**src/hw/pll_core_map.svh**
```systemverilog
// pll_core_map.svh: offsets, field positions, reset values and counts
// of the synthesiser control core; included by the pll_core module and its test.
`ifndef PLL_CORE_MAP_SVH
`define PLL_CORE_MAP_SVH

// serial word
`define SR_W              24
`define SR_ADDR_HI_BIT    1
`define SR_ADDR_LO_BIT    0
`define SR_PAYLOAD_LSB    2

// prescaler base ratios
`define BASE_N_HI         5'h10
`define BASE_N_LO         5'h08
`define SWALLOW_MASK_DIV8 4'h7

// reset contents of the buffers and the control register
`define FREQ_RST          22'h00_0000
`define REF_RST           16'h0001
`define SWALLOW_RST       4'h0
`define CTRL_RST          32'h0000_0000

// register byte offsets
`define OFF_CTRL          8'h00
`define OFF_STATUS        8'h04
`define OFF_FREQ_ONE      8'h08
`define OFF_FREQ_TWO      8'h0c
`define OFF_REF           8'h10
`define OFF_SWALLOW       8'h14

// control and status bits
`define CTRL_PWRDN_BIT    0
`define STAT_SEL_ONE_BIT  0
`define STAT_LOCK_BIT     1
`define STAT_DIV8_BIT     2
`define STAT_SW_OVR_BIT   3

// bus answers
`define RESP_OKAY         2'h0
`define RESP_SLVERR       2'h2

`endif

```
**src/hw/pll_core_pkg.sv**
```systemverilog
// pll_core_pkg: word layouts and buffer addresses of the synthesiser core.
// assumes pll_core_map.svh for the numeric constants.
package pll_core_pkg;

    typedef struct packed {
        logic        sense;
        logic        gain_sel_hi;
        logic        gain_sel_lo;
        logic [14:0] main_ratio;
        logic [3:0]  swallow_bits;
    } freq_word_t;

    typedef struct packed {
        logic        presc_div8;
        logic        det_enable_hi;
        logic        det_enable_lo;
        logic [12:0] ref_ratio;
    } ref_word_t;

    typedef enum logic [1:0] {
        BUF_FREQ_ONE = 2'h0,
        BUF_SWALLOW  = 2'h1,
        BUF_FREQ_TWO = 2'h2,
        BUF_REF      = 2'h3
    } buf_addr_t;

endpackage

```
**src/hw/prog_divider.sv**
```systemverilog
// prog_divider: programmable divide-by-ratio counter on a tick enable.
// assumes tick is a one-cycle pulse in the core_clk domain.
`timescale 1ns/1ps
`default_nettype none
module prog_divider #(
    parameter int W = 15
) (
    // clock and reset
    input  wire logic         core_clk,
    input  wire logic         rst,
    // count
    input  wire logic         tick,
    input  wire logic [W-1:0] ratio,
    output logic              wrap
);
    logic [W-1:0] count_q;

    // ratio is sampled at each wrap, so a new value acts from the next wrap
    assign wrap = tick && (count_q == '0);

    always_ff @(posedge core_clk) begin
        if (rst) begin
            count_q <= '0;
        end else if (wrap) begin
            count_q <= (ratio == '0) ? '0 : W'(ratio - 1'b1);
        end else if (tick) begin
            count_q <= W'(count_q - 1'b1);
        end
    end
endmodule // prog_divider
`default_nettype wire

```
**src/hw/pll_core.sv**
```systemverilog
// pll_core: digital control core of a PLL synthesiser: divider chain,
// reference divider, detector option logic, three-wire load, AXI4-Lite view.
// assumes all pins asynchronous to core_clk; rf and ref pins slower than core_clk/4.
// Function
// divider chain ratio is M times N plus A
// static 16/17 or 8/9 from reference bit
// four-bit swallow counter, starts each main cycle
// prescaler N+1 while swallowing, then N
// main counter is fifteen bits wide
// counters reload from active word each cycle
// 8/9 mode uses three swallow bits only
// thirteen-bit reference divider, ratio 1 to 8191
// gain bits select pump currents and multiplier
// lock window drives lock low, gates pump one
// comparison outputs routed only when enabled
// sense bit swaps detector inputs and outputs
// 24-bit shift register, MSB first
// enable fall loads buffer chosen by last bits
// controller puts address bits last, drops enable
// frequency buffers hold 22 bits
// reference buffer holds 16 bits
// buffers keep control while shifting new data
// select pin high picks frequency one
// controller sends 24 or 18 bit words
// controller zeroes unused bit in 8/9 mode
// shift register and buffers writable in power-down
// detector-enable bits set outputs and pump one
// data sampled on serial clock rise, enable high
//
// Chosen here: the AXI4-Lite slave port and the placing of the registers.
`timescale 1ns/1ps
`default_nettype none
`include "pll_core_map.svh"
module pll_core #(
    parameter int ADDR_W = 8,
    parameter int MAIN_W = 15,
    parameter int REF_W  = 13
) (
    // clock and reset
    input  wire logic              core_clk,
    input  wire logic              rst,
    // rf and reference inputs
    input  wire logic              rf_in,
    input  wire logic              ref_in,
    // three-wire programming bus and select
    input  wire logic              ser_clk,
    input  wire logic              ser_data,
    input  wire logic              ser_en,
    input  wire logic              freq_word_select,
    // lock window comparator on pump two
    input  wire logic              pump_two_in_window,
    // divider and detector outputs
    output logic                   divided_rf_out,
    output logic                   ref_div_out,
    output logic                   det_in_a,
    output logic                   det_in_b,
    output logic                   cmp_out_one,
    output logic                   cmp_out_two,
    output logic                   presc_mod_plus,
    // charge pump control
    output logic [1:0]             pump_gain_sel,
    output logic                   pump_sink,
    output logic                   pump_one_enable,
    output logic                   pump_two_enable,
    output logic                   lock_detect_n,
    // axi4-lite write
    input  wire logic [ADDR_W-1:0] s_axi_awaddr,
    input  wire logic              s_axi_awvalid,
    output logic                   s_axi_awready,
    input  wire logic [31:0]       s_axi_wdata,
    input  wire logic [3:0]        s_axi_wstrb,
    input  wire logic              s_axi_wvalid,
    output logic                   s_axi_wready,
    output logic [1:0]             s_axi_bresp,
    output logic                   s_axi_bvalid,
    input  wire logic              s_axi_bready,
    // axi4-lite read
    input  wire logic [ADDR_W-1:0] s_axi_araddr,
    input  wire logic              s_axi_arvalid,
    output logic                   s_axi_arready,
    output logic [31:0]            s_axi_rdata,
    output logic [1:0]             s_axi_rresp,
    output logic                   s_axi_rvalid,
    input  wire logic              s_axi_rready
);
    localparam int NPIN = 7;

    // pin synchronisers
    logic [NPIN-1:0] pin_meta_q;
    logic [NPIN-1:0] pin_q;
    logic [NPIN-1:0] pin_prev_q;
    logic            rf_s, ref_s, sclk_s, sdata_s, sen_s, sel_s, win_s;
    logic            rf_rise, ref_rise, sclk_rise, sen_fall;

    always_ff @(posedge core_clk) begin
        if (rst) begin
            pin_meta_q <= '0;
            pin_q      <= '0;
            pin_prev_q <= '0;
        end else begin
            pin_meta_q <= {pump_two_in_window, freq_word_select, ser_en, ser_data, ser_clk, ref_in, rf_in};
            pin_q      <= pin_meta_q;
            pin_prev_q <= pin_q;
        end
    end

    assign {win_s, sel_s, sen_s, sdata_s, sclk_s, ref_s, rf_s} = pin_q;
    assign rf_rise   = rf_s && !pin_prev_q[0];
    assign ref_rise  = ref_s && !pin_prev_q[1];
    assign sclk_rise = sclk_s && !pin_prev_q[2];
    assign sen_fall  = !sen_s && pin_prev_q[4];

    // serial shift register
    logic [`SR_W-1:0] shift_q;

    always_ff @(posedge core_clk) begin
        if (rst) begin
            shift_q <= '0;
        end else if (sclk_rise && sen_s) begin
            shift_q <= {shift_q[`SR_W-2:0], sdata_s};
        end
    end

    // buffers, loaded on enable fall; independent of power-down
    pll_core_pkg::freq_word_t freq_one_q, freq_two_q, freq_load;
    pll_core_pkg::ref_word_t  ref_q, ref_load;
    pll_core_pkg::buf_addr_t  load_addr;
    logic [3:0]               swallow_q;
    logic                     swallow_ovr_q;

    assign load_addr = pll_core_pkg::buf_addr_t'({shift_q[`SR_ADDR_HI_BIT], shift_q[`SR_ADDR_LO_BIT]});
    assign freq_load = pll_core_pkg::freq_word_t'(shift_q[`SR_W-1:`SR_PAYLOAD_LSB]);
    assign ref_load  = pll_core_pkg::ref_word_t'(shift_q[`SR_PAYLOAD_LSB+15:`SR_PAYLOAD_LSB]);

    always_ff @(posedge core_clk) begin
        if (rst) begin
            freq_one_q <= `FREQ_RST;
            freq_two_q <= `FREQ_RST;
        end else if (sen_fall && load_addr == pll_core_pkg::BUF_FREQ_ONE) begin
            freq_one_q <= freq_load;
        end else if (sen_fall && load_addr == pll_core_pkg::BUF_FREQ_TWO) begin
            freq_two_q <= freq_load;
        end
    end

    always_ff @(posedge core_clk) begin
        if (rst) begin
            ref_q <= `REF_RST;
        end else if (sen_fall && load_addr == pll_core_pkg::BUF_REF) begin
            ref_q <= ref_load;
        end
    end

    // swallow buffer overrides the active word's swallow bits until a frequency load
    always_ff @(posedge core_clk) begin
        if (rst) begin
            swallow_q     <= `SWALLOW_RST;
            swallow_ovr_q <= 1'b0;
        end else if (sen_fall && load_addr == pll_core_pkg::BUF_SWALLOW) begin
            swallow_q     <= shift_q[`SR_PAYLOAD_LSB+3:`SR_PAYLOAD_LSB];
            swallow_ovr_q <= 1'b1;
        end else if (sen_fall && !load_addr[0]) begin
            swallow_ovr_q <= 1'b0;
        end
    end

    // active word
    pll_core_pkg::freq_word_t act;
    logic [3:0]               swallow_raw;
    logic [3:0]               swallow_eff;

    assign act         = sel_s ? freq_one_q : freq_two_q;
    assign swallow_raw = swallow_ovr_q ? swallow_q : act.swallow_bits;
    assign swallow_eff = ref_q.presc_div8 ? (swallow_raw & `SWALLOW_MASK_DIV8) : swallow_raw;

    // divider chain: prescaler, swallow counter, main counter
    logic [4:0]        presc_ratio;
    logic              presc_wrap;
    logic              main_wrap;
    logic [3:0]        swallow_cnt_q;
    logic [3:0]        swallow_cnt_d;

    always_comb begin
        swallow_cnt_d = swallow_cnt_q;
        if (main_wrap) begin
            swallow_cnt_d = swallow_eff;
        end else if (presc_wrap && swallow_cnt_q != 4'h0) begin
            swallow_cnt_d = swallow_cnt_q - 4'h1;
        end
    end

    always_ff @(posedge core_clk) begin
        if (rst) begin
            swallow_cnt_q <= 4'h0;
        end else begin
            swallow_cnt_q <= swallow_cnt_d;
        end
    end

    // next prescaler cycle runs at N+1 while swallows remain
    assign presc_ratio = (ref_q.presc_div8 ? `BASE_N_LO : `BASE_N_HI)
                         + {4'h0, swallow_cnt_d != 4'h0};

    prog_divider #(
        .W (5)
    ) u_presc (
        .core_clk (core_clk),
        .rst      (rst),
        .tick     (rf_rise),
        .ratio    (presc_ratio),
        .wrap     (presc_wrap)
    );

    prog_divider #(
        .W (MAIN_W)
    ) u_main (
        .core_clk (core_clk),
        .rst      (rst),
        .tick     (presc_wrap),
        .ratio    (act.main_ratio),
        .wrap     (main_wrap)
    );

    // reference divider, ratio 0 behaves as 1
    logic ref_wrap;

    prog_divider #(
        .W (REF_W)
    ) u_ref (
        .core_clk (core_clk),
        .rst      (rst),
        .tick     (ref_rise),
        .ratio    (ref_q.ref_ratio),
        .wrap     (ref_wrap)
    );

    // divided outputs toggle once per divider cycle
    always_ff @(posedge core_clk) begin
        if (rst) begin
            divided_rf_out <= 1'b0;
            ref_div_out    <= 1'b0;
            presc_mod_plus <= 1'b0;
        end else begin
            divided_rf_out <= divided_rf_out ^ main_wrap;
            ref_div_out    <= ref_div_out ^ ref_wrap;
            presc_mod_plus <= swallow_cnt_d != 4'h0;
        end
    end

    // detector routing and pump control
    logic ctrl_pwrdn;
    logic outs_on;
    logic pump_one_on;

    assign outs_on = ref_q.det_enable_hi && !ctrl_pwrdn;

    always_comb begin
        case ({ref_q.det_enable_hi, ref_q.det_enable_lo})
            2'h0:    pump_one_on = 1'b1;
            2'h2:    pump_one_on = 1'b0;
            default: pump_one_on = !win_s;
        endcase
    end

    always_ff @(posedge core_clk) begin
        if (rst) begin
            det_in_a        <= 1'b0;
            det_in_b        <= 1'b0;
            cmp_out_one     <= 1'b0;
            cmp_out_two     <= 1'b0;
            pump_gain_sel   <= 2'h0;
            pump_sink       <= 1'b0;
            pump_one_enable <= 1'b0;
            pump_two_enable <= 1'b0;
            lock_detect_n   <= 1'b1;
        end else begin
            det_in_a        <= act.sense ? ref_div_out : divided_rf_out;
            det_in_b        <= act.sense ? divided_rf_out : ref_div_out;
            cmp_out_one     <= outs_on && (act.sense ? ref_div_out : divided_rf_out);
            cmp_out_two     <= outs_on && (act.sense ? divided_rf_out : ref_div_out);
            pump_gain_sel   <= {act.gain_sel_hi, act.gain_sel_lo};
            pump_sink       <= act.sense;
            pump_one_enable <= pump_one_on && !ctrl_pwrdn;
            pump_two_enable <= !ctrl_pwrdn;
            lock_detect_n   <= !win_s;
        end
    end

    // axi4-lite slave: one write and one read in flight
    logic [31:0]       ctrl_q;
    logic              aw_have_q, w_have_q;
    logic [ADDR_W-1:0] aw_addr_q;
    logic [31:0]       w_data_q;
    logic [3:0]        w_strb_q;
    logic              wr_go;

    assign ctrl_pwrdn    = ctrl_q[`CTRL_PWRDN_BIT];
    assign s_axi_awready = !aw_have_q && !s_axi_bvalid;
    assign s_axi_wready  = !w_have_q && !s_axi_bvalid;
    assign wr_go         = aw_have_q && w_have_q && !s_axi_bvalid;

    always_ff @(posedge core_clk) begin
        if (rst) begin
            aw_have_q <= 1'b0;
            aw_addr_q <= '0;
        end else if (s_axi_awvalid && s_axi_awready) begin
            aw_have_q <= 1'b1;
            aw_addr_q <= s_axi_awaddr;
        end else if (wr_go) begin
            aw_have_q <= 1'b0;
        end
    end

    always_ff @(posedge core_clk) begin
        if (rst) begin
            w_have_q <= 1'b0;
            w_data_q <= '0;
            w_strb_q <= '0;
        end else if (s_axi_wvalid && s_axi_wready) begin
            w_have_q <= 1'b1;
            w_data_q <= s_axi_wdata;
            w_strb_q <= s_axi_wstrb;
        end else if (wr_go) begin
            w_have_q <= 1'b0;
        end
    end

    always_ff @(posedge core_clk) begin
        if (rst) begin
            ctrl_q <= `CTRL_RST;
        end else if (wr_go && aw_addr_q == ADDR_W'(`OFF_CTRL) && w_strb_q[0]) begin
            ctrl_q <= {31'h0, w_data_q[`CTRL_PWRDN_BIT]};
        end
    end

    always_ff @(posedge core_clk) begin
        if (rst) begin
            s_axi_bvalid <= 1'b0;
            s_axi_bresp  <= `RESP_OKAY;
        end else if (wr_go) begin
            s_axi_bvalid <= 1'b1;
            s_axi_bresp  <= (aw_addr_q == ADDR_W'(`OFF_CTRL)) ? `RESP_OKAY : `RESP_SLVERR;
        end else if (s_axi_bready) begin
            s_axi_bvalid <= 1'b0;
        end
    end

    // read path
    logic [31:0] rd_word;
    logic        rd_hit;
    logic [31:0] status_word;

    assign s_axi_arready = !s_axi_rvalid;

    always_comb begin
        status_word                    = 32'h0000_0000;
        status_word[`STAT_SEL_ONE_BIT] = sel_s;
        status_word[`STAT_LOCK_BIT]    = win_s;
        status_word[`STAT_DIV8_BIT]    = ref_q.presc_div8;
        status_word[`STAT_SW_OVR_BIT]  = swallow_ovr_q;
    end

    always_comb begin
        rd_hit  = 1'b1;
        rd_word = 32'h0000_0000;
        case (s_axi_araddr)
            ADDR_W'(`OFF_CTRL):     rd_word = ctrl_q;
            ADDR_W'(`OFF_STATUS):   rd_word = status_word;
            ADDR_W'(`OFF_FREQ_ONE): rd_word = {10'h000, freq_one_q};
            ADDR_W'(`OFF_FREQ_TWO): rd_word = {10'h000, freq_two_q};
            ADDR_W'(`OFF_REF):      rd_word = {16'h0000, ref_q};
            ADDR_W'(`OFF_SWALLOW):  rd_word = {28'h000_0000, swallow_q};
            default:                rd_hit  = 1'b0;
        endcase
    end

    always_ff @(posedge core_clk) begin
        if (rst) begin
            s_axi_rvalid <= 1'b0;
            s_axi_rdata  <= 32'h0000_0000;
            s_axi_rresp  <= `RESP_OKAY;
        end else if (s_axi_arvalid && s_axi_arready) begin
            s_axi_rvalid <= 1'b1;
            s_axi_rdata  <= rd_word;
            s_axi_rresp  <= rd_hit ? `RESP_OKAY : `RESP_SLVERR;
        end else if (s_axi_rready) begin
            s_axi_rvalid <= 1'b0;
        end
    end
endmodule // pll_core
`default_nettype wire

```
**config.mk**
```make
export PLATFORM = sky130hd
export DESIGN_NAME = pll_core
export DESIGN_NICKNAME = d
export VERILOG_FILES = /design/src/hw/pll_core_pkg.sv /design/src/hw/prog_divider.sv /design/src/hw/pll_core.sv
export VERILOG_INCLUDE_DIRS = /design/src /design/src/hw
export SDC_FILE = /design/constraint.sdc
export NUM_CORES = 1
export LEC_CHECK = 0
export ABC_AREA = 1
export BUFFER_PORTS_ARGS = -buffer_cell sky130_fd_sc_hd__clkbuf_2
export CAP_MARGIN = 10
export CORE_MARGIN = 4
export CORE_UTILIZATION = 63
export CTS_CLUSTER_SIZE = 16
export DETAILED_ROUTE_END_ITERATION = 10
export GPL_ROUTABILITY_DRIVEN = 0
export HOLD_SLACK_MARGIN = 0.06
export PLACE_DENSITY_LB_ADDON = 0.1
export SLEW_MARGIN = 20
export SYNTH_ARGS = -nofsm -noshare
export SYNTH_HDL_FRONTEND = slang
export SYNTH_SLANG_ARGS = --single-unit
```
**constraint.sdc**
```tcl
create_clock -name core_clk -period 5.5 [get_ports core_clk]
set_input_delay 1.1 -clock core_clk [delete_from_list [all_inputs] [get_ports core_clk]]
set_output_delay 1.1 -clock core_clk [all_outputs]
set_load 0.005 [all_outputs]
```
After elaboration in Yosys (flattened, before gate mapping)
Index checks and enable logic that the tools add are counted.
{ "word_totals": {"reg_bits": 209, "out_inout_bits": 54, "word_cells": 158, "input_bits": 66} }
{ "classes": {"mux": 31, "add_sub_neg": 8, "n_reduce_logical": 60, "bitwise": 3, "eq_ne": 9} }
{ "ops": {"columns": ["cell", "n"], "rows": [
  ["$pmux W22 S6", 1],
  ["$mux W15", 3],
  ["$mux W13", 3],
  ["$logic_not A15 Y1", 2],
  ["$sub A15 B1 Y15 const B", 2],
  ["$logic_and A1 B1 Y1", 27],
  ["$logic_not A13 Y1", 2],
  ["$sub A13 B1 Y13 const B", 2],
  ["$mux W22", 1],
  ["$mux W5", 4],
  ["$eq A8 B4 Y1 const B", 2],
  ["$eq A8 B5 Y1 const B", 2],
  ["$logic_not A8 Y1", 2],
  ["$mux W4", 4],
  ["$reduce_bool A2 Y1", 8],
  ["$mux W1", 12],
  ["$logic_not A1 Y1", 11],
  ["$logic_not A5 Y1", 2],
  ["$sub A5 B1 Y5 const B", 2],
  ["$eq A8 B3 Y1 const B", 1],
  ["$reduce_bool A4 Y1", 2],
  ["$eq A2 B2 Y1 const B", 3],
  ["$reduce_or A6 Y1", 1],
  ["$add A5 B1 Y5", 1],
  ["8 further kinds", 11]
]} }

Depth between registers and ports, before layout
Gate-level depths: netlist of the first run.
{ "logic_depth": {"ltp_word": 11, "mapped_depth": 17, "mapped_depth_nobuf": 17} }

By module
A second synthesis of the first run with hierarchy kept.
{ "hier_totals": {"cells_unflattened": 1449, "hier_area_um2": 9779.4} }
{ "modules_own_cells": {"columns": ["mod", "n_inst", "area_per_inst_um2", "seq_area_each_um2", "cells_each"], "rows": [
  ["pll_core", 1, 6653.9, 3263.1, 911],
  ["prog_divider (u_main)", 1, 1475.2, 300.3, 260],
  ["prog_divider (u_ref)", 1, 1270.0, 260.2, 216],
  ["prog_divider (u_presc)", 1, 380.4, 100.1, 62]
]} }

Least setup slack after synthesis of the first run
No wires, ideal clock.
{ "synth_timing": {"path_kind": "in2reg", "startpoint": "input port s_axi_araddr[5]", "endpoint": "register s_axi_rdata[16]", "setup_time_ps": 71, "path_buffers": 1, "required_ps": 5429, "slack_ps": 3290, "path_stages": 8, "t_arrival_ps": 2139, "cell_sequence": "nor2_1 > nand2_1 > nor2_4 > nand3_1 > clkbuf_1 > o22ai_1 > nand2_1 > a21oi_1"} }
{ "synth_via": {"elab_chain_len": 2, "elab_cells_between_ends": 7, "classes_between": "eq/ne: 5; mux: 1; reduce/logical: 1"} }
{ "synth_rtl": {"columns": ["element", "line_no", "text"], "rows": [
  ["start: declaration", "pll_core.sv:78", "input wire logic [ADDR_W-1:0] s_axi_araddr,"],
  ["$eq A8 B5 Y1, or another cell as far along", "pll_core.sv:366", "case (s_axi_araddr)"],
  ["$pmux W22 S6 (*)", "pll_core.sv:366", null],
  ["end signal: assignment", "pll_core.sv:384", "s_axi_rdata <= rd_word;"],
  ["end: declaration", "pll_core.sv:81", "output logic [31:0] s_axi_rdata,"]
]} }
Mark *: on every way between the ends. The rest lies on a longest branch, timed or not.
A chain may end at the register's enable or synchronous reset.

Worst setup path in the final report of the first run
{ "layout_timing": {"startpoint": "input port s_axi_arvalid", "endpoint": "register s_axi_rdata[15]"} }
{ "layout_via": {"elab_chain_len": 1} }
{ "layout_rtl": {"columns": ["element", "line_no", "text"], "rows": [
  ["start: declaration", "pll_core.sv:79", "input wire logic s_axi_arvalid,"],
  ["$logic_and A1 B1 Y1", "pll_core.sv:382", "end else if (s_axi_arvalid && s_axi_arready) begin"]
]} }
No other way between the ends.

==> impl_metrics.json, run 1 <==
{
  "grt_pass1_wl_um": 37480,
  "synth_async_sr_flop_share_pct": 0,
  "num-nets-final": 1449,
  "ys_types": 40,
  "vias": 8720,
  "syn2layout_area_growth_pct": 9.602,
  "cap_violations": 0,
  "end_kind": "flip-flop",
  "synth_top_area_share_pct": 41.71,
  "synth_area_leaders": "dfxtp_1, o21ai_0, nand2_1, a21oi_1, nor2_1",
  "cp.arrival_ns": 3.36,
  "crit_type": "input pin to flip-flop",
  "rr_worst_depth": 14,
  "ys_ff_latch": 196,
  "fin_crit_ns": 2.992,
  "synth_edf_count": 0,
  "drtIter0Drc": 837,
  "synth_top_family_by_area": "simple AND/OR/NAND/NOR gates",
  "hp-start": "pin_meta_q[5]",
  "cts-resized-gates": 0,
  "die_height_um": 130.2,
  "synthFlopType": "dfxtp_1",
  "synth_warnings": 0,
  "synth.most_common_cell": "nand2_1",
  "remaining_drc_errors": 0,
  "final_max_slew_viol_count": 0,
  "viasPerCell": 5.558,
  "setup_violations": 0,
  "synth_compound_area_share_pct": 21.78,
  "finClkSkew_ns": 0.007057,
  "final_antenna_net_count": 0,
  "synth_commonest_cells": "nand2_1, dfxtp_1, o21ai_0",
  "routedWlPerCell_um": 14.61,
  "final_cell_count_no_fill": 1569,
  "die_x_um": 130.2,
  "dr.pass1.iters": 5,
  "synth_cells": 1331,
  "start_kind": "input pin",
  "rr_endpoint": "u_presc.count_q[3]",
  "row_count": 44,
  "synthAdderAreaFrac_pct": 1.463,
  "synth_simple_gate_area_share_pct": 21.89,
  "postSynthAreaPerCell_um2": 7.068,
  "n_antenna_cell": 0,
  "cts_hold_buffers": 0,
  "cp.required_ns": 5.86,
  "coreArea_um2": 14590,
  "fmax_mhz": 334.2,
  "syn_area_um2": 9408,
  "rsz0062_at_grt": "false",
  "reg2reg_slack_ns": 2.60,
  "placed_cells": 1537,
  "grt_pass1_vias": 7852,
  "nFillCells": 1252,
  "min_path_cells": 2,
  "cts_sinks": 196,
  "finalHoldViolCount": 0,
  "clk_pin_slew_worst_paths_ns": 0.08,
  "status": "finished clean",
  "grt.total_usage_pct": 27.41,
  "grt_antenna_before_repair": 0,
  "die-area_um2": 16950,
  "hold_path_class": "flip-flop to flip-flop",
  "slew_headroom_pct": 19.98,
  "period_share_pct": 54.40,
  "peakVddDrop_mv": 0.3525,
  "reg2reg_from": "u_presc.count_q[0]",
  "post_cts_buffers": 0,
  "worst_pin_slew_ns": 1.197,
  "globalRouteOverflowTotal": 0,
  "cts_max_level": 4,
  "start_util_pct": 64.49,
  "dp_hpwl_um": 15480,
  "wl_um": 22920,
  "final_layout_size_suffix_gt1_share_pct": 11.77,
  "hold_end": "pin_q[5]",
  "ys_seq_area_share_pct": 41.71,
  "p_per_area_nw_per_um2": 297.6,
  "ioPinCount": 120,
  "yosysTopAreaCell": "dfxtp_1",
  "io_buffers": 73,
  "clockRootBuffer": "clkbuf_16",
  "finalSetupTns_ns": 0,
  "synth_xor_xnor_area_share_pct": 2.607,
  "p_leak_nw": 4.376,
  "cts_tree": "done",
  "clk-insertion-delay-late_ns": 0.43,
  "fin_util_pct": 70.68,
  "grt_max_degree": 68,
  "clk_path_buf_depth": 2,
  "synth_mux_area_share_pct": 0,
  "crit_path_max_fanout": 24,
  "cts-buffers-inserted": 17
}
[stage by stage]
stage	worst slack, ns	instance area [um2]	hold slack (ns)	total power [mW]
6_report	2.508	10310	0.3963	3.068
5_1_grt	2.380	10310	0.4277	3.194
4_1_cts	2.490	10310	0.3969	3.077
3_5_place_dp	2.030	9726	0.3854	1.868
3_3_place_gp	2.065	9726	0.3824	1.859
2_1_floorplan	3.290	9449	0.3770	1.792
[kinds of logic (layout without fill, tap and decap cells)]
family                     Yosys count  in the layout
AOI/OAI and AO/OA                  385            385
other                                1             12
xor gates and xnor gates            28             28
adders and majority gates           11             11
DFF                                196            196
buffers and inverters              232            275
and+or+nand+nor                    478            478
[power breakdown]
part | internal (mW) | switching [mW] | total, mW
Sequential | 1.46 | 0.0291 | 1.49
Combinational | 0.116 | 0.237 | 0.353
Clock | 0.630 | 0.597 | 1.23
[how the worst max path moves through the flow]
stage                       start            endpoint  slack, ns  cells past startpoint
2_1_floorplan     s_axi_araddr[5]     s_axi_rdata[16]       3.29                      8
3_3_place_gp        s_axi_arvalid     s_axi_rdata[12]       2.06                      5
3_5_place_dp        s_axi_arvalid     s_axi_rdata[12]       2.03                      5
4_1_cts             s_axi_arvalid     s_axi_rdata[15]       2.49                      5
5_1_grt        u_presc.count_q[0]  u_presc.count_q[3]       2.38                     14
6_report            s_axi_arvalid     s_axi_rdata[15]       2.51                      5
[final cells by class]
type / count / area, um2 / share of cell area, %
multi-input combinational: 914 / 4537 / 44.00
timing repair buffer: 81 / 425.4 / 4.126
inverter: 162 / 608.1 / 5.897
clock buffer: 19 / 452.9 / 4.393
sequential: 196 / 3925 / 38.07
tap: 184 / 230.2 / 2.233
clock inverter: 13 / 132.6 / 1.286
[critical path, cell delays in order]
cell and delay (ns):
clkbuf_2 0.08, nand2_1 0.62, inv_1 0.97, o21ai_0 0.37, a21oi_1 0.21
[placed cells by master (no fill, tap or decap), types with 11 or more instances in the layout]
master / count
nand2_1: 206
dfxtp_1: 195
o21ai_0: 181
nor2_1: 170
inv_1: 155
a21oi_1: 142
clkbuf_2: 73
nand3_1: 45
xor2_1: 26
o22ai_1: 22
clkbuf_16: 17
nor3_1: 15
nor2_2: 13
conb_1: 12
ha_1: 11
[flip-flops by register name, summed over array words and instances (netlist names), 2 cells and up]
| signal | flops |
|---|---|
| shift_q | 24 |
| freq_one_q | 22 |
| freq_two_q | 22 |
| s_axi_rdata | 22 |
| ref_q | 16 |
| u_main.count_q | 15 |
| u_ref.count_q | 13 |
| aw_addr_q | 8 |
| pin_meta_q | 7 |
| pin_q | 7 |
| u_presc.count_q | 5 |
| pin_prev_q | 4 |
| swallow_cnt_q | 4 |
| swallow_q | 4 |
| pump_gain_sel | 2 |
[per-layer routing]
metal / global-route usage [%] / share of wire, % / up-vias
li1: - / - / 4397
met2: 44.63 / 47 / 236
met5: 0 / 0 / -
met3: 5.199 / 5.4 / 28
met1: 37.10 / 45 / 4059
met4: 8.313 / 1.8 / 0
Note: power is estimated with default switching activity, not from simulation.
==> inputs of run 2 (changes only) <==
--- a/config.mk
+++ b/config.mk
@@ -6,11 +6,11 @@
 export SDC_FILE = /design/constraint.sdc
 export NUM_CORES = 1
 export LEC_CHECK = 0
-export ABC_AREA = 1
+export ABC_AREA = 0
 export BUFFER_PORTS_ARGS = -buffer_cell sky130_fd_sc_hd__clkbuf_2
 export CAP_MARGIN = 10
 export CORE_MARGIN = 4
-export CORE_UTILIZATION = 63
+export CORE_UTILIZATION = 58
 export CTS_CLUSTER_SIZE = 16
 export DETAILED_ROUTE_END_ITERATION = 10
 export GPL_ROUTABILITY_DRIVEN = 0
==> constraint.sdc (replaced) <==
create_clock -name core_clk -period 3.1 [get_ports core_clk]
set_input_delay 0.62 -clock core_clk [delete_from_list [all_inputs] [get_ports core_clk]]
set_output_delay 0.62 -clock core_clk [all_outputs]
set_load 0.005 [all_outputs]
==> run 2 against run 1 <==
Effect of this change:
- total power rose by 84%
- die area is 6.7% higher
- synthesized cell count down 15%
- via count decreased by 5.4%
- first-iteration DRC count down 9.1%
- combinational power grew 110%
- wire length rose by 5.0%
- non-clock buffer count up 15
- critical path depth is 2 higher
- register-to-register slack lost 2.3 ns
- global-route usage decreased by 0.89 points
- critical endpoint is now u_main.count_q[14]
- largest cell class unchanged
==> impl_metrics.json, run 2 <==
{
  "status": "finished clean",
  "remaining_drc_errors": 0,
  "routedWlPerCell_um": 17.24,
  "final_antenna_net_count": 0,
  "crit_type": "flip-flop to flip-flop",
  "p_int_mw": 4.113,
  "finClkSkew_ns": 0.009869,
  "start_util_pct": 60.15,
  "viasPerCell": 5.910,
  "clk_path_buf_depth": 2,
  "p_per_area_nw_per_um2": 542.9,
  "p_sw_share_pct": 27.14,
  "grt_pass1_wl_um": 38820,
  "grt_pass1_vias": 7580,
  "fin_crit_ns": 2.829,
  "crit_buf_inv": 0,
  "setup_violations": 0,
  "cts_hold_buffers": 0,
  "hold_path_class": "input pin to flip-flop",
  "syn_area_um2": 9280,
  "clockPowerShare_pct": 40.0,
  "synth_top_area_share_pct": 42.28,
  "synth_cells": 1126,
  "synth_commonest_cells": "nand2_1, dfxtp_1, a21oi_1",
  "fmax_mhz": 353.5,
  "ioPinCount": 120,
  "io_buffers": 73,
  "seqPwrFrac_pct": 46.7,
  "dp_hpwl_um": 16250,
  "p_leak_nw": 3.840,
  "final_max_slew_viol_count": 0,
  "num-nets-final": 1249,
  "slew_headroom_pct": 34.65,
  "clk-insertion-delay-late_ns": 0.44,
  "worst_pin_slew_ns": 0.9771,
  "syn2layout_area_growth_pct": 12.03,
  "synth_edf_count": 0,
  "critPathTopFamily": "simple AND/OR/NAND/NOR gates",
  "yosysTopAreaCell": "dfxtp_1",
  "final_layout_size_suffix_gt1_share_pct": 13.76,
  "fin_util_pct": 67.39,
  "cp.required_ns": 3.42,
  "cp.arrival_ns": 3.14,
  "synth_warnings": 0,
  "final_common_cell": "nand2_1",
  "finalHoldViolCount": 0,
  "synth_area_leaders": "dfxtp_1, nand2_1, a21oi_1, mux2i_1, nor2_1",
  "largest_register_ffs": 24,
  "worstPathCellList": "mux2i_2 > ha_1 > or4b_2 > a2bb2o_2 > nor4_1 > xor2_1 > a211oi_1",
  "grt.total_usage_pct": 26.51,
  "nFillCells": 1374,
  "p_comb_share_pct": 13.3,
  "drtIter0Drc": 761,
  "power_mw": 5.645,
  "cts_sinks": 196,
  "synth_async_sr_flop_share_pct": 0,
  "fin_ws_ns": 0.2714,
  "start_kind": "flip-flop",
  "layout_common_cells": "nand2_1, dfxtp_1, a21oi_1, nor2_1, clkbuf_2",
  "rsz0062_at_grt": "false",
  "clockRootBuffer": "clkbuf_16",
  "ys_ff_latch": 196,
  "die-area_um2": 18090,
  "row_count": 45,
  "postSynthAreaPerCell_um2": 8.242,
  "cts-buffers-inserted": 17,
  "period_share_pct": 91.24,
  "grt_antenna_before_repair": 0,
  "clk_pin_slew_worst_paths_ns": 0.07,
  "reg2reg_slack_ns": 0.27,
  "globalRouteOverflowTotal": 0,
  "n_antenna_cell": 0,
  "ys_seq_area_share_pct": 42.28,
  "cts_max_level": 4,
  "pre_cts_slack_ns": 0.1516,
  "ys_types": 75,
  "die_x_um": 134.5,
  "synth.most_common_cell": "nand2_1",
  "crit_path_max_fanout": 8,
  "coreArea_um2": 15430,
  "end_kind": "flip-flop",
  "cts_tree": "done",
  "dr.pass1.iters": 5,
  "vias": 8251,
  "grt_max_degree": 97,
  "top_register": "shift_q",
  "slowest_stage": "or4b_2",
  "wl_um": 24070,
  "peakVddDrop_mv": 0.6090,
  "die_height_um": 134.5,
  "cp_slowest_stage_delay_ns": 0.62,
  "cap_violations": 0,
  "synthFlopType": "dfxtp_1",
  "p_switching_mw": 1.532
}
==> run 2: final timing paths <==
check	startpoint	depth (start not counted)	to
setup / recovery	pin_q[5]	7	u_main.count_q[14]
hold / removal	s_axi_rready	2	s_axi_rvalid
setup reg to reg	pin_q[5]	7	u_main.count_q[14]
hold reg to reg	pin_q[3]	2	shift_q[0]
==> run 2: through the flow <==
stage          hold WS [ns]  cells  instance area (um2)   TNS [ns]
3_5_place_dp         0.4231   1360                 9751          0
3_3_place_gp         0.4180   1360                 9751          0
4_1_cts              0.3468   1392                10350          0
6_report             0.3527   1396                10400          0
2_1_floorplan        0.3812   1137                 9335  -0.003359
5_1_grt              0.3426   1396                10400          0
==> run 2: kinds of logic (layout without fill, tap and decap cells) <==
family	count (synthesis)	count (layout)	synth area share (%)
buf+inv	100	148	4.975
compound gates	256	256	17.84
simple gates	491	491	25.85
xor+xnor	27	27	2.548
mux	44	44	4.989
flops	196	196	42.28
fa+ha+maj	11	11	1.483
other cells	1	12	0.04041
==> run 2: power by group through the flow <==
stage / combinational [mW] / clock, mW / sequential, mW
floorplan: 0.590 / 0 / 2.68
global placement: 0.721 / 0 / 2.69
detailed placement: 0.730 / 0 / 2.69
CTS: 0.737 / 2.28 / 2.63
global route: 0.840 / 2.40 / 2.64
finish: 0.753 / 2.26 / 2.64
==> run 2: repair_timing <==
action,in CTS,in global routing
setup endpoints to repair,0,4
setup buffers,0,4
gates resized for setup,0,4
==> run 2: metal layers <==
| layer | part of all wire, % | global-route usage, % | vias to the layer above |
|---|---|---|---|
| met5 | 0 | 0 | - |
| met1 | 44 | 36.90 | 3884 |
| met4 | 1.6 | 7.183 | 0 |
| met2 | 47 | 42.09 | 275 |
| li1 | - | - | 4060 |
| met3 | 7.9 | 5.589 | 32 |
==> run 2: layout make-up <==
class                           instances  area [um2]  area share (%)
Clock buffer                           19       432.9           4.164
Clock inverter                         13       168.9           1.625
Inverter                               20       75.07          0.7221
Multi-Input combinational cell        841        4970           47.80
Sequential cell                       196        3925           37.75
Tap cell                              211       264.0           2.539
Timing Repair Buffer                   96       560.5           5.392
==> run 2: worst register-to-register path: cells and delay by family, from the launching register on <==
kind | cells | cell delay (ns)
AO/OA/AOI/OAI | 2 | 0.45
XOR/XNOR | 1 | 0.28
adder cells (fa/ha/maj) | 1 | 0.26
flip-flops | 1 | 0.48
multiplexers | 1 | 0.34
AND/OR/NAND/NOR | 2 | 0.91
